[config.mk]
export PLATFORM = sky130hd
export DESIGN_NAME = fci_host
export DESIGN_NICKNAME = d
export VERILOG_FILES = /design/src/shared/fci_pkg.sv /design/src/hw/fci_host.sv
export SDC_FILE = /design/constraint.sdc
export NUM_CORES = 1
export LEC_CHECK = 0
export BUFFER_PORTS_ARGS = -buffer_cell sky130_fd_sc_hd__buf_4
export CAP_MARGIN = 10
export CORE_UTILIZATION = 50
export CTS_CLUSTER_DIAMETER = 60
export DETAILED_ROUTE_END_ITERATION = 8
export PLACE_DENSITY = 0.75
export SLEW_MARGIN = 20
export SYNTH_ARGS = -nofsm -noshare
export SYNTH_HDL_FRONTEND = slang
export SYNTH_SLANG_ARGS = --single-unit
[constraint.sdc]
create_clock -name sys_clk -period 7 [get_ports sys_clk]
set_input_delay 0.7 -clock sys_clk [delete_from_list [all_inputs] [get_ports sys_clk]]
set_output_delay 0.7 -clock sys_clk [all_outputs]
set_load 0.02 [all_outputs]
[src/shared/fci_pkg.sv]
/*
 * Shared definitions for the flash command host: register map of the
 * software port, operation codes, flash command bytes, timing counts,
 * the pin bundle and the bus-cycle states.
 * Assumes a 40 MHz system clock and an asynchronous byte-wide flash.
 */
package fci_pkg;

    // ----------------------
    // Widths and timing
    // ----------------------
    localparam int FCI_ADDR_W        = 20;
    localparam int FCI_DATA_W        = 8;
    localparam int FCI_CLK_PERIOD_NS = 25;
    localparam int FCI_RP_LOW_NS     = 100;
    localparam int FCI_RP_LOW_CYCLES = (FCI_RP_LOW_NS + FCI_CLK_PERIOD_NS - 1) / FCI_CLK_PERIOD_NS;
    localparam int FCI_STROBE_CYCLES = 4;
    localparam int FCI_GAP_CYCLES    = 2;
    localparam int FCI_WAKE_CYCLES   = 8;

    // ----------------------
    // Software register map (byte offsets) and field positions
    // ----------------------
    localparam logic [7:0] FCI_REG_CMD    = 8'h00;
    localparam logic [7:0] FCI_REG_ADDR   = 8'h04;
    localparam logic [7:0] FCI_REG_WDATA  = 8'h08;
    localparam logic [7:0] FCI_REG_STATUS = 8'h0C;
    localparam logic [7:0] FCI_REG_CTRL   = 8'h10;
    localparam int FCI_ST_BUSY    = 0;
    localparam int FCI_ST_BAD_OP  = 1;
    localparam int FCI_ST_REFUSED = 2;
    localparam int FCI_ST_RD_LSB  = 8;
    localparam int FCI_CTRL_PD    = 0;
    localparam int FCI_CTRL_HH    = 1;
    localparam int FCI_CTRL_VPP   = 2;

    // ----------------------
    // Flash command bytes
    // ----------------------
    localparam logic [7:0] FCI_C_READ_ARRAY = 8'hFF;
    localparam logic [7:0] FCI_C_READ_ID    = 8'h90;
    localparam logic [7:0] FCI_C_READ_STAT  = 8'h70;
    localparam logic [7:0] FCI_C_CLEAR_STAT = 8'h50;
    localparam logic [7:0] FCI_C_ERASE      = 8'h20;
    localparam logic [7:0] FCI_C_CONFIRM    = 8'hD0;
    localparam logic [7:0] FCI_C_WRITE      = 8'h40;
    localparam logic [7:0] FCI_C_WRITE_ALT  = 8'h10;
    localparam logic [7:0] FCI_C_SUSPEND    = 8'hB0;
    localparam logic [7:0] FCI_C_LOCK_SETUP = 8'h60;
    localparam logic [7:0] FCI_C_LOCK_BLOCK = 8'h01;
    localparam logic [7:0] FCI_C_LOCK_MAST  = 8'hF1;

    // ----------------------
    // Operations that software orders through the command register
    // ----------------------
    typedef enum logic [3:0] {
        FCI_OP_READ_ARRAY = 4'h0,
        FCI_OP_READ_ID    = 4'h1,
        FCI_OP_READ_STAT  = 4'h2,
        FCI_OP_CLEAR_STAT = 4'h3,
        FCI_OP_ERASE      = 4'h4,
        FCI_OP_WRITE      = 4'h5,
        FCI_OP_WRITE_ALT  = 4'h6,
        FCI_OP_SUSPEND    = 4'h7,
        FCI_OP_RESUME     = 4'h8,
        FCI_OP_LOCK_BLOCK = 4'h9,
        FCI_OP_LOCK_MAST  = 4'hA,
        FCI_OP_UNLOCK_ALL = 4'hB,
        FCI_OP_READ       = 4'hC
    } fci_op_t;

    // Kind of bus cycle in one phase of an operation.
    typedef enum logic [1:0] {
        FCI_K_NONE  = 2'd0,
        FCI_K_WRITE = 2'd1,
        FCI_K_READ  = 2'd2
    } fci_kind_t;

    // Bus-cycle sequencer states.
    typedef enum logic [5:0] {
        FCI_S_IDLE   = 6'b00_0001,
        FCI_S_SETUP  = 6'b00_0010,
        FCI_S_STROBE = 6'b00_0100,
        FCI_S_HOLD   = 6'b00_1000,
        FCI_S_GAP    = 6'b01_0000,
        FCI_S_PD     = 6'b10_0000
    } fci_state_t;

    // Pins driven toward the flash.
    typedef struct packed {
        logic [FCI_ADDR_W-1:0] addr;
        logic                  ce_n;
        logic                  oe_n;
        logic                  we_n;
        logic [FCI_DATA_W-1:0] dq_out;
        logic                  dq_oe;
        logic                  reset_powerdown_n;
        logic                  elevated_override;
        logic                  program_supply_high;
    } fci_pins_t;

endpackage : fci_pkg
[src/hw/fci_host.sv]
/*
 * Host-side controller for an asynchronous byte-wide flash: turns
 * software orders into correctly ordered command bus cycles on the
 * flash pins and reports the bytes it reads back.
 * Assumes the flash data pins are sampled synchronously to sys_clk and
 * that software polls the status register; there is no interrupt.
 */
`timescale 1ns/100ps
module fci_host #(
    parameter int STROBE_CYCLES = fci_pkg::FCI_STROBE_CYCLES,
    parameter int GAP_CYCLES    = fci_pkg::FCI_GAP_CYCLES,
    parameter int WAKE_CYCLES   = fci_pkg::FCI_WAKE_CYCLES
) (
    input  wire logic                               sys_clk,
    input  wire logic                               rst_b,
    input  wire logic [7:0]                         reg_addr,
    input  wire logic [31:0]                        reg_wdata,
    input  wire logic                               reg_wr,
    input  wire logic                               reg_rd,
    output logic      [31:0]                        reg_rdata,
    output fci_pkg::fci_pins_t                      flash_pins,
    input  wire logic [fci_pkg::FCI_DATA_W-1:0]     flash_dq_in
);
    import fci_pkg::*;

    // ----------------------
    // Software-visible state
    // ----------------------
    logic [FCI_ADDR_W-1:0] op_addr;
    logic [FCI_DATA_W-1:0] op_wdata;
    logic [FCI_DATA_W-1:0] last_read;
    logic                  bad_op;
    logic                  refused;
    logic                  elevated;
    logic                  supply_high;
    fci_op_t               cur_op;

    // ----------------------
    // Sequencer state
    // ----------------------
    fci_state_t            state;
    fci_state_t            next_state;
    logic [7:0]            cnt;
    logic [7:0]            next_cnt;
    logic                  phase;
    logic                  pd_wake;

    // Register decode: strobes qualified by address.
    wire wr_cmd    = reg_wr && (reg_addr == FCI_REG_CMD);
    wire wr_addr   = reg_wr && (reg_addr == FCI_REG_ADDR);
    wire wr_wdata  = reg_wr && (reg_addr == FCI_REG_WDATA);
    wire wr_status = reg_wr && (reg_addr == FCI_REG_STATUS);
    wire wr_ctrl   = reg_wr && (reg_addr == FCI_REG_CTRL);
    wire idle      = (state == FCI_S_IDLE);
    wire busy      = !idle;

    // Operation decode: only listed command bytes can ever be produced,
    // an unknown operation code sets bad_op and is dropped before it reaches the pins.
    wire [3:0] req_op   = reg_wdata[3:0];
    wire       req_ok   = (req_op <= FCI_OP_READ);
    wire       start_op = wr_cmd && idle && req_ok;
    wire       start_pd = wr_ctrl && reg_wdata[FCI_CTRL_PD] && idle;

    // ----------------------
    // Per-phase cycle description
    // ----------------------
    fci_kind_t       kind0;
    fci_kind_t       kind1;
    logic [7:0]      byte0;
    logic [7:0]      byte1;

    // Table of the command sequences; second phase carries either a
    // confirm or lock byte, the user data byte, or a read of the chosen address.
    always_comb begin
        kind0 = FCI_K_WRITE;
        kind1 = FCI_K_NONE;
        byte0 = FCI_C_READ_ARRAY;
        byte1 = FCI_C_READ_ARRAY;
        case (cur_op)
            FCI_OP_READ_ARRAY: byte0 = FCI_C_READ_ARRAY;
            FCI_OP_READ_ID: begin
                byte0 = FCI_C_READ_ID;
                kind1 = FCI_K_READ;
            end
            FCI_OP_READ_STAT: begin
                byte0 = FCI_C_READ_STAT;
                kind1 = FCI_K_READ;
            end
            FCI_OP_CLEAR_STAT: byte0 = FCI_C_CLEAR_STAT;
            FCI_OP_ERASE: begin
                byte0 = FCI_C_ERASE;
                byte1 = FCI_C_CONFIRM;
                kind1 = FCI_K_WRITE;
            end
            FCI_OP_WRITE, FCI_OP_WRITE_ALT: begin
                byte0 = (cur_op == FCI_OP_WRITE) ? FCI_C_WRITE : FCI_C_WRITE_ALT;
                byte1 = op_wdata;
                kind1 = FCI_K_WRITE;
            end
            FCI_OP_SUSPEND: byte0 = FCI_C_SUSPEND;
            FCI_OP_RESUME:  byte0 = FCI_C_CONFIRM;
            FCI_OP_LOCK_BLOCK, FCI_OP_LOCK_MAST, FCI_OP_UNLOCK_ALL: begin
                byte0 = FCI_C_LOCK_SETUP;
                kind1 = FCI_K_WRITE;
                byte1 = (cur_op == FCI_OP_LOCK_BLOCK) ? FCI_C_LOCK_BLOCK :
                        (cur_op == FCI_OP_LOCK_MAST)  ? FCI_C_LOCK_MAST  : FCI_C_CONFIRM;
            end
            FCI_OP_READ:    kind0 = FCI_K_READ;
            default:        kind0 = FCI_K_READ;
        endcase
    end

    // Selection for the phase in flight.
    wire fci_kind_t ph_kind  = phase ? kind1 : kind0;
    wire [7:0]      ph_byte  = phase ? byte1 : byte0;
    wire            ph_write = (ph_kind == FCI_K_WRITE);
    wire [7:0]      strobe_n = 8'(STROBE_CYCLES - 1);
    wire [7:0]      gap_n    = 8'(GAP_CYCLES - 1);
    wire [7:0]      rp_n     = 8'(FCI_RP_LOW_CYCLES - 1);
    wire [7:0]      wake_n   = 8'(WAKE_CYCLES - 1);
    wire            cnt_done = (cnt == 8'h00);
    wire            more     = !phase && (kind1 != FCI_K_NONE);

    // ----------------------
    // Bus-cycle sequencer
    // ----------------------
    // Every cycle walks setup, strobe, hold and gap; the gap returns chip
    // select high so each read sees a fresh status latch.
    always_comb begin
        next_state = state;
        next_cnt   = cnt_done ? 8'h00 : cnt - 8'h01;
        case (state)
            FCI_S_IDLE: begin
                next_cnt = 8'h00;
                if (start_pd) begin
                    next_state = FCI_S_PD;
                    next_cnt   = rp_n;
                end else if (start_op) begin
                    next_state = FCI_S_SETUP;
                end
            end
            FCI_S_SETUP: begin
                next_state = FCI_S_STROBE;
                next_cnt   = strobe_n;
            end
            FCI_S_STROBE: if (cnt_done) next_state = FCI_S_HOLD;
            FCI_S_HOLD: begin
                next_state = FCI_S_GAP;
                next_cnt   = gap_n;
            end
            FCI_S_GAP: if (cnt_done) next_state = more ? FCI_S_SETUP : FCI_S_IDLE;
            FCI_S_PD: begin
                if (cnt_done && !pd_wake) next_cnt = wake_n;
                else if (cnt_done)        next_state = FCI_S_IDLE;
            end
            default: next_state = FCI_S_IDLE;
        endcase
    end

    // State, counter and phase registers.
    always_ff @(posedge sys_clk or negedge rst_b) begin
        if (!rst_b) begin
            state   <= FCI_S_IDLE;
            cnt     <= 8'h00;
            phase   <= 1'b0;
            pd_wake <= 1'b0;
        end else begin
            state <= next_state;
            cnt   <= next_cnt;
            if (start_op)                                  phase <= 1'b0;
            else if (state == FCI_S_GAP && cnt_done && more) phase <= 1'b1;
            if (state == FCI_S_PD && cnt_done)             pd_wake <= 1'b1;
            else if (state != FCI_S_PD)                    pd_wake <= 1'b0;
        end
    end

    // ----------------------
    // Pin drivers
    // ----------------------
    // Write enable rises in the strobe-to-hold step while chip select and
    // data stay put one more cycle, so the flash latches on write enable.
    // Only one of write and output enable is ever low, chosen by the
    // kind of the phase.
    // Strobes follow the present state, so phase and operation are settled
    // before select falls and the byte never changes inside a cycle.
    always_ff @(posedge sys_clk or negedge rst_b) begin
        if (!rst_b) begin
            flash_pins <= '{default: '0, ce_n: 1'b1, oe_n: 1'b1, we_n: 1'b1, reset_powerdown_n: 1'b1};
        end else begin
            flash_pins.addr                <= op_addr;
            flash_pins.ce_n                <= !(state inside {FCI_S_SETUP, FCI_S_STROBE, FCI_S_HOLD});
            flash_pins.we_n                <= !(state == FCI_S_STROBE && ph_write);
            flash_pins.oe_n                <= !(state == FCI_S_STROBE && !ph_write);
            flash_pins.dq_out              <= ph_byte;
            flash_pins.dq_oe               <= ph_write &&
                                              (state inside {FCI_S_SETUP, FCI_S_STROBE, FCI_S_HOLD});
            flash_pins.reset_powerdown_n   <= !(next_state == FCI_S_PD && !(pd_wake || (state == FCI_S_PD && cnt_done)));
            flash_pins.elevated_override   <= elevated;
            flash_pins.program_supply_high <= supply_high;
        end
    end

    // ----------------------
    // Software registers and read capture
    // ----------------------
    // Sticky flags: a new event wins over a clear in the same cycle.
    // Orders arriving while busy are dropped rather than queued, which
    // keeps the pin sequence of the running operation intact.
    always_ff @(posedge sys_clk or negedge rst_b) begin
        if (!rst_b) begin
            op_addr     <= '0;
            op_wdata    <= '0;
            last_read   <= '0;
            bad_op      <= 1'b0;
            refused     <= 1'b0;
            elevated    <= 1'b0;
            supply_high <= 1'b0;
            cur_op      <= FCI_OP_READ_ARRAY;
        end else begin
            if (wr_addr && idle)  op_addr  <= reg_wdata[FCI_ADDR_W-1:0];
            if (wr_wdata && idle) op_wdata <= reg_wdata[FCI_DATA_W-1:0];
            if (start_op)         cur_op   <= fci_op_t'(req_op);
            if (wr_ctrl) begin
                elevated    <= reg_wdata[FCI_CTRL_HH];
                supply_high <= reg_wdata[FCI_CTRL_VPP];
            end
            // Sample at the end of the output-enable pulse.
            if (state == FCI_S_STROBE && cnt_done && !ph_write) last_read <= flash_dq_in;
            if (wr_cmd && !req_ok)                        bad_op  <= 1'b1;
            else if (wr_status && reg_wdata[FCI_ST_BAD_OP]) bad_op  <= 1'b0;
            if ((wr_cmd || wr_addr || wr_wdata || (wr_ctrl && reg_wdata[FCI_CTRL_PD])) && busy) refused <= 1'b1;
            else if (wr_status && reg_wdata[FCI_ST_REFUSED]) refused <= 1'b0;
        end
    end

    // Read mux, answered one cycle after the read strobe.
    wire [31:0] status_word = {16'h0000, last_read, 5'b0_0000, refused, bad_op, busy};
    wire [31:0] ctrl_word   = {29'h0000_0000, supply_high, elevated, 1'b0};
    wire [31:0] rd_mux      = (reg_addr == FCI_REG_CMD)    ? {28'h000_0000, cur_op} :
                              (reg_addr == FCI_REG_ADDR)   ? {12'h000, op_addr} :
                              (reg_addr == FCI_REG_WDATA)  ? {24'h00_0000, op_wdata} :
                              (reg_addr == FCI_REG_STATUS) ? status_word :
                              (reg_addr == FCI_REG_CTRL)   ? ctrl_word : 32'h0000_0000;

    // Read data register; zero outside the answer cycle.
    always_ff @(posedge sys_clk or negedge rst_b) begin
        if (!rst_b) reg_rdata <= 32'h0000_0000;
        else        reg_rdata <= reg_rd ? rd_mux : 32'h0000_0000;
    end

endmodule : fci_host

==> impl_metrics.py <==
metrics = {
    "final_layout": {
        "fillCellCount": 704,
        "area_growth_pct": 28.6,
        "drive_above_1_share_pct": 35.2,
        "layout.cells.non_filler": 646,
        "final_nets": 557,
        "diodes": 0,
    },
    "drt": {
        "wl_per_cell_um": 16.6,
        "viasPerCell": 5.42,
        "drtIter0Drc": 209,
        "drc": 0,
        "ant_nets": 0,
        "drt_wl_total_um": 10700,
        "dr.pass1.iters": 4,
        "vias": 3502,
    },
    "synth": {
        "synth_area_leaders": "dfrtp_1 56%, mux2_2 9.4%, dfstp_2 2.7%",
        "avgSynthCellArea_sq_um": 11.9,
        "yosys_register_bits": 115,
        "ys_types": 61,
        "synth_top_area_share_pct": 56.1,
        "yosysTopAreaCell": "dfrtp_1",
        "ys_warn_count": 0,
        "syn_inst": 413,
        "synth-edff-count": 0,
        "synth_seq_area_share_pct": 58.8,
        "syn_area_sq_mm": 0.00491,
        "ys_async_sr_fraction_pct": 100,
        "synthFlopType": "dfrtp_1",
    },
    "power": {
        "p_comb_share_pct": 6.6,
        "swShare_pct": 22.7,
        "power.switching_w": 0.000399,
        "sequentialPowerShare_pct": 39.9,
        "power_density_mw_per_mm2": 279,
        "p_int_w": 0.00136,
        "max-vdd-ir-drop_mv": 0.226,
        "pwr-share-clk_pct": 53.5,
        "leakagePower_nw": 3.08,
    },
    "placement": {
        "port_buffers": 94,
        "dp_hpwl_um": 7170,
        "dp_cells": 614,
        "gp_congestion": 0.874,
        "post-place-ws_ns": 3.95,
    },
    "sta": {
        "period_minus_slack_ns": 2.77,
        "post-route-period-util_pct": 39.5,
        "fmax_mhz": 362,
        "fin_skew_ns": 0.0102,
        "slew_viol_final": 0,
        "fin_ws_ns": 4.23,
        "max_slew_margin_pct": 48.2,
        "hold_violations": 0,
        "setup_violations": 0,
        "worst_slew_pin_slew_ns": 0.767,
        "fin_tns_setup_ns": 0,
        "grt_setup_unrepaired": "false",
    },
    "grt": {
        "grt_first_pass_wirelength_um": 17800,
        "antenna_found_initial": 0,
        "grt_usage_pct": 23.2,
        "overflow": 0,
        "grt_pass1_vias": 3640,
        "grt_max_degree": 81,
    },
    "setup_path": {
        "crit_path_start": "cnt[0]",
        "startpoint_type": "flip-flop",
        "worstReg2RegEnd": "last_read[0]",
        "crit_arrival_ns": 3.16,
        "path_class": "flip-flop to flip-flop",
        "rr_worst_depth": 6,
        "reg2reg_setup_slack_ns": 4.23,
        "critPathMaxFanout": 8,
        "r2r_start": "cnt[0]",
        "worst-endpoint-required_ns": 7.39,
        "end_kind": "flip-flop",
    },
    "clocking": {
        "cts_root_buf": "clkbuf_8",
        "tritoncts": "yes",
        "cts.sink_count": 115,
        "clkTransAtPathRegs_ns": 0.06,
        "clock_latency_ns": 0.51,
        "cts_buffers": 17,
        "clockBufferDepth": 2,
        "postCtsHoldBufs": 0,
        "post_cts_resized": 0,
        "h-tree-depth": 4,
        "postCtsSetupBuffers": 0,
    },
    "die": {
        "die-area_sq_mm": 0.0102,
        "io_pins": 119,
        "row_count": 35,
        "start_util_pct": 52.4,
        "core_area_sq_mm": 0.00937,
        "die_y_um": 101,
        "die_w_um": 101,
    },
    "min_path": {
        "hold_class": "input pin to async pin",
    },
    "status": {
        "outcome": "completed",
    },
    "flow_run": {
        "maxCapViolCount": 0,
    },
}
[critical path, cell delays in order (launching register included)]
cell and delay, ns:
dfrtp_1 0.40, inv_1 0.07, ha_1 0.17, or3b_1 0.42, or3b_1 0.56, a211oi_4 0.62, mux2_2 0.41
[layout by cell type (no fill, tap or decap), drive strengths merged, types with 2 or more instances in the layout]
master and count:
a211oi 2, a21boi 4, a21o 3, a21oi 11
a22oi 13, a31oi 4, and3 4, buf 96
bufinv 5, clkbuf 18, clkinv 2, clkinvlp 3
conb 12, dfrtp 110, dfstp 5, inv 12
mux2 45, nand2 23, nand2b 8, nand3 7
nand3b 5, nand4 2, nor2 26, nor2b 9
nor3 9, nor3b 4, nor4 8, o2111ai 2
o211ai 5, o21ai 21, o22ai 6, or3 2
or3b 3, xnor2 3, xor2 3
[through the flow]
stage	utilization [%]	total power, W	instance area [sq um]	hold slack (ns)
after floorplan	-	0.000778	4950	0.361
after global placement	60.3	0.000827	5650	0.372
after detailed placement	60.3	0.000831	5650	0.380
final	67.4	0.00176	6310	0.145
after CTS	67.3	0.00178	6310	0.137
after global routing	67.4	0.00182	6310	0.157
[worst max-delay path by stage]
stage                        end  slack [ns]  depth (start not counted)
floorplan           last_read[0]        4.61                          7
global placement      op_addr[4]        3.96                          6
detailed placement   op_addr[10]        3.95                          6
CTS                 last_read[0]        4.21                          6
global route        last_read[1]        4.13                          6
finish              last_read[0]        4.23                          6
[kinds of logic (layout without fill, tap and decap cells)]
group                      after synthesis  count (layout)  synth area share (%)
muxes                                   46              46                  10.5
xor gates and xnor gates                 6               6                  1.07
AOI/OAI and AO/OA                       85              85                  11.9
adders and majority gates                2               2                 0.459
other                                    1              12                0.0764
and+or+nand+nor                        115             115                  13.0
buffers and inverters                   43             136                  4.23
DFF                                    115             115                  58.8
[final cells by class]
| class | count | area, sq um | area share [%] |
|---|---|---|---|
| Timing Repair Buffer | 96 | 724 | 11.5 |
| Tap cell | 129 | 161 | 2.56 |
| Multi-Input combinational cell | 266 | 1860 | 29.5 |
| Inverter | 8 | 30.0 | 0.476 |
| Clock buffer | 18 | 428 | 6.78 |
| Clock inverter | 14 | 225 | 3.57 |
| Sequential cell | 115 | 2880 | 45.7 |
[synthesized netlist by cell type, types with 4 or more instances]
master	number
a22oi_1	13
nand2b_1	8
nor3b_1	4
o22ai_1	6
nor4_1	5
and3_1	4
nor2_1	26
dfstp_2	5
inv_1	8
a21boi_0	4
a21oi_1	11
o21ai_0	21
nand3_1	7
mux2_1	4
nand3b_1	5
nor3_1	8
nor2b_1	9
nand2_1	23
a31oi_1	4
clkbuf_1	22
dfrtp_1	110
mux2_2	41
o211ai_1	5
buf_4	12
[state kept, by name, indices dropped and copies added (netlist names)]
name and count:
elevated 1, cnt 8, last_read 8, op_addr 20, flash_pins 35, supply_high 1
reg_rdata 20, pd_wake 1, op_wdata 8, refused 1, state 6, phase 1
bad_op 1, cur_op 4
[power by group through the flow]
stage,registers (W),logic (W),clock network [W]
after floorplan,0.000715,0.0000626,0
after global routing,0.000706,0.000130,0.000988
after global placement,0.000713,0.000114,0
after detailed placement,0.000714,0.000117,0
after CTS,0.000703,0.000117,0.000957
final,0.000703,0.000117,0.000942
[per-layer routing]
metal	global-route usage, %	part of all wire [%]	vias to the layer above
li1	-	-	1645
met3	8.67	6.3	15
met5	0	0	-
met4	9.03	1.5	0
met1	27.9	40	1735
met2	37.9	52	107
(Power assumes the default switching activity.)
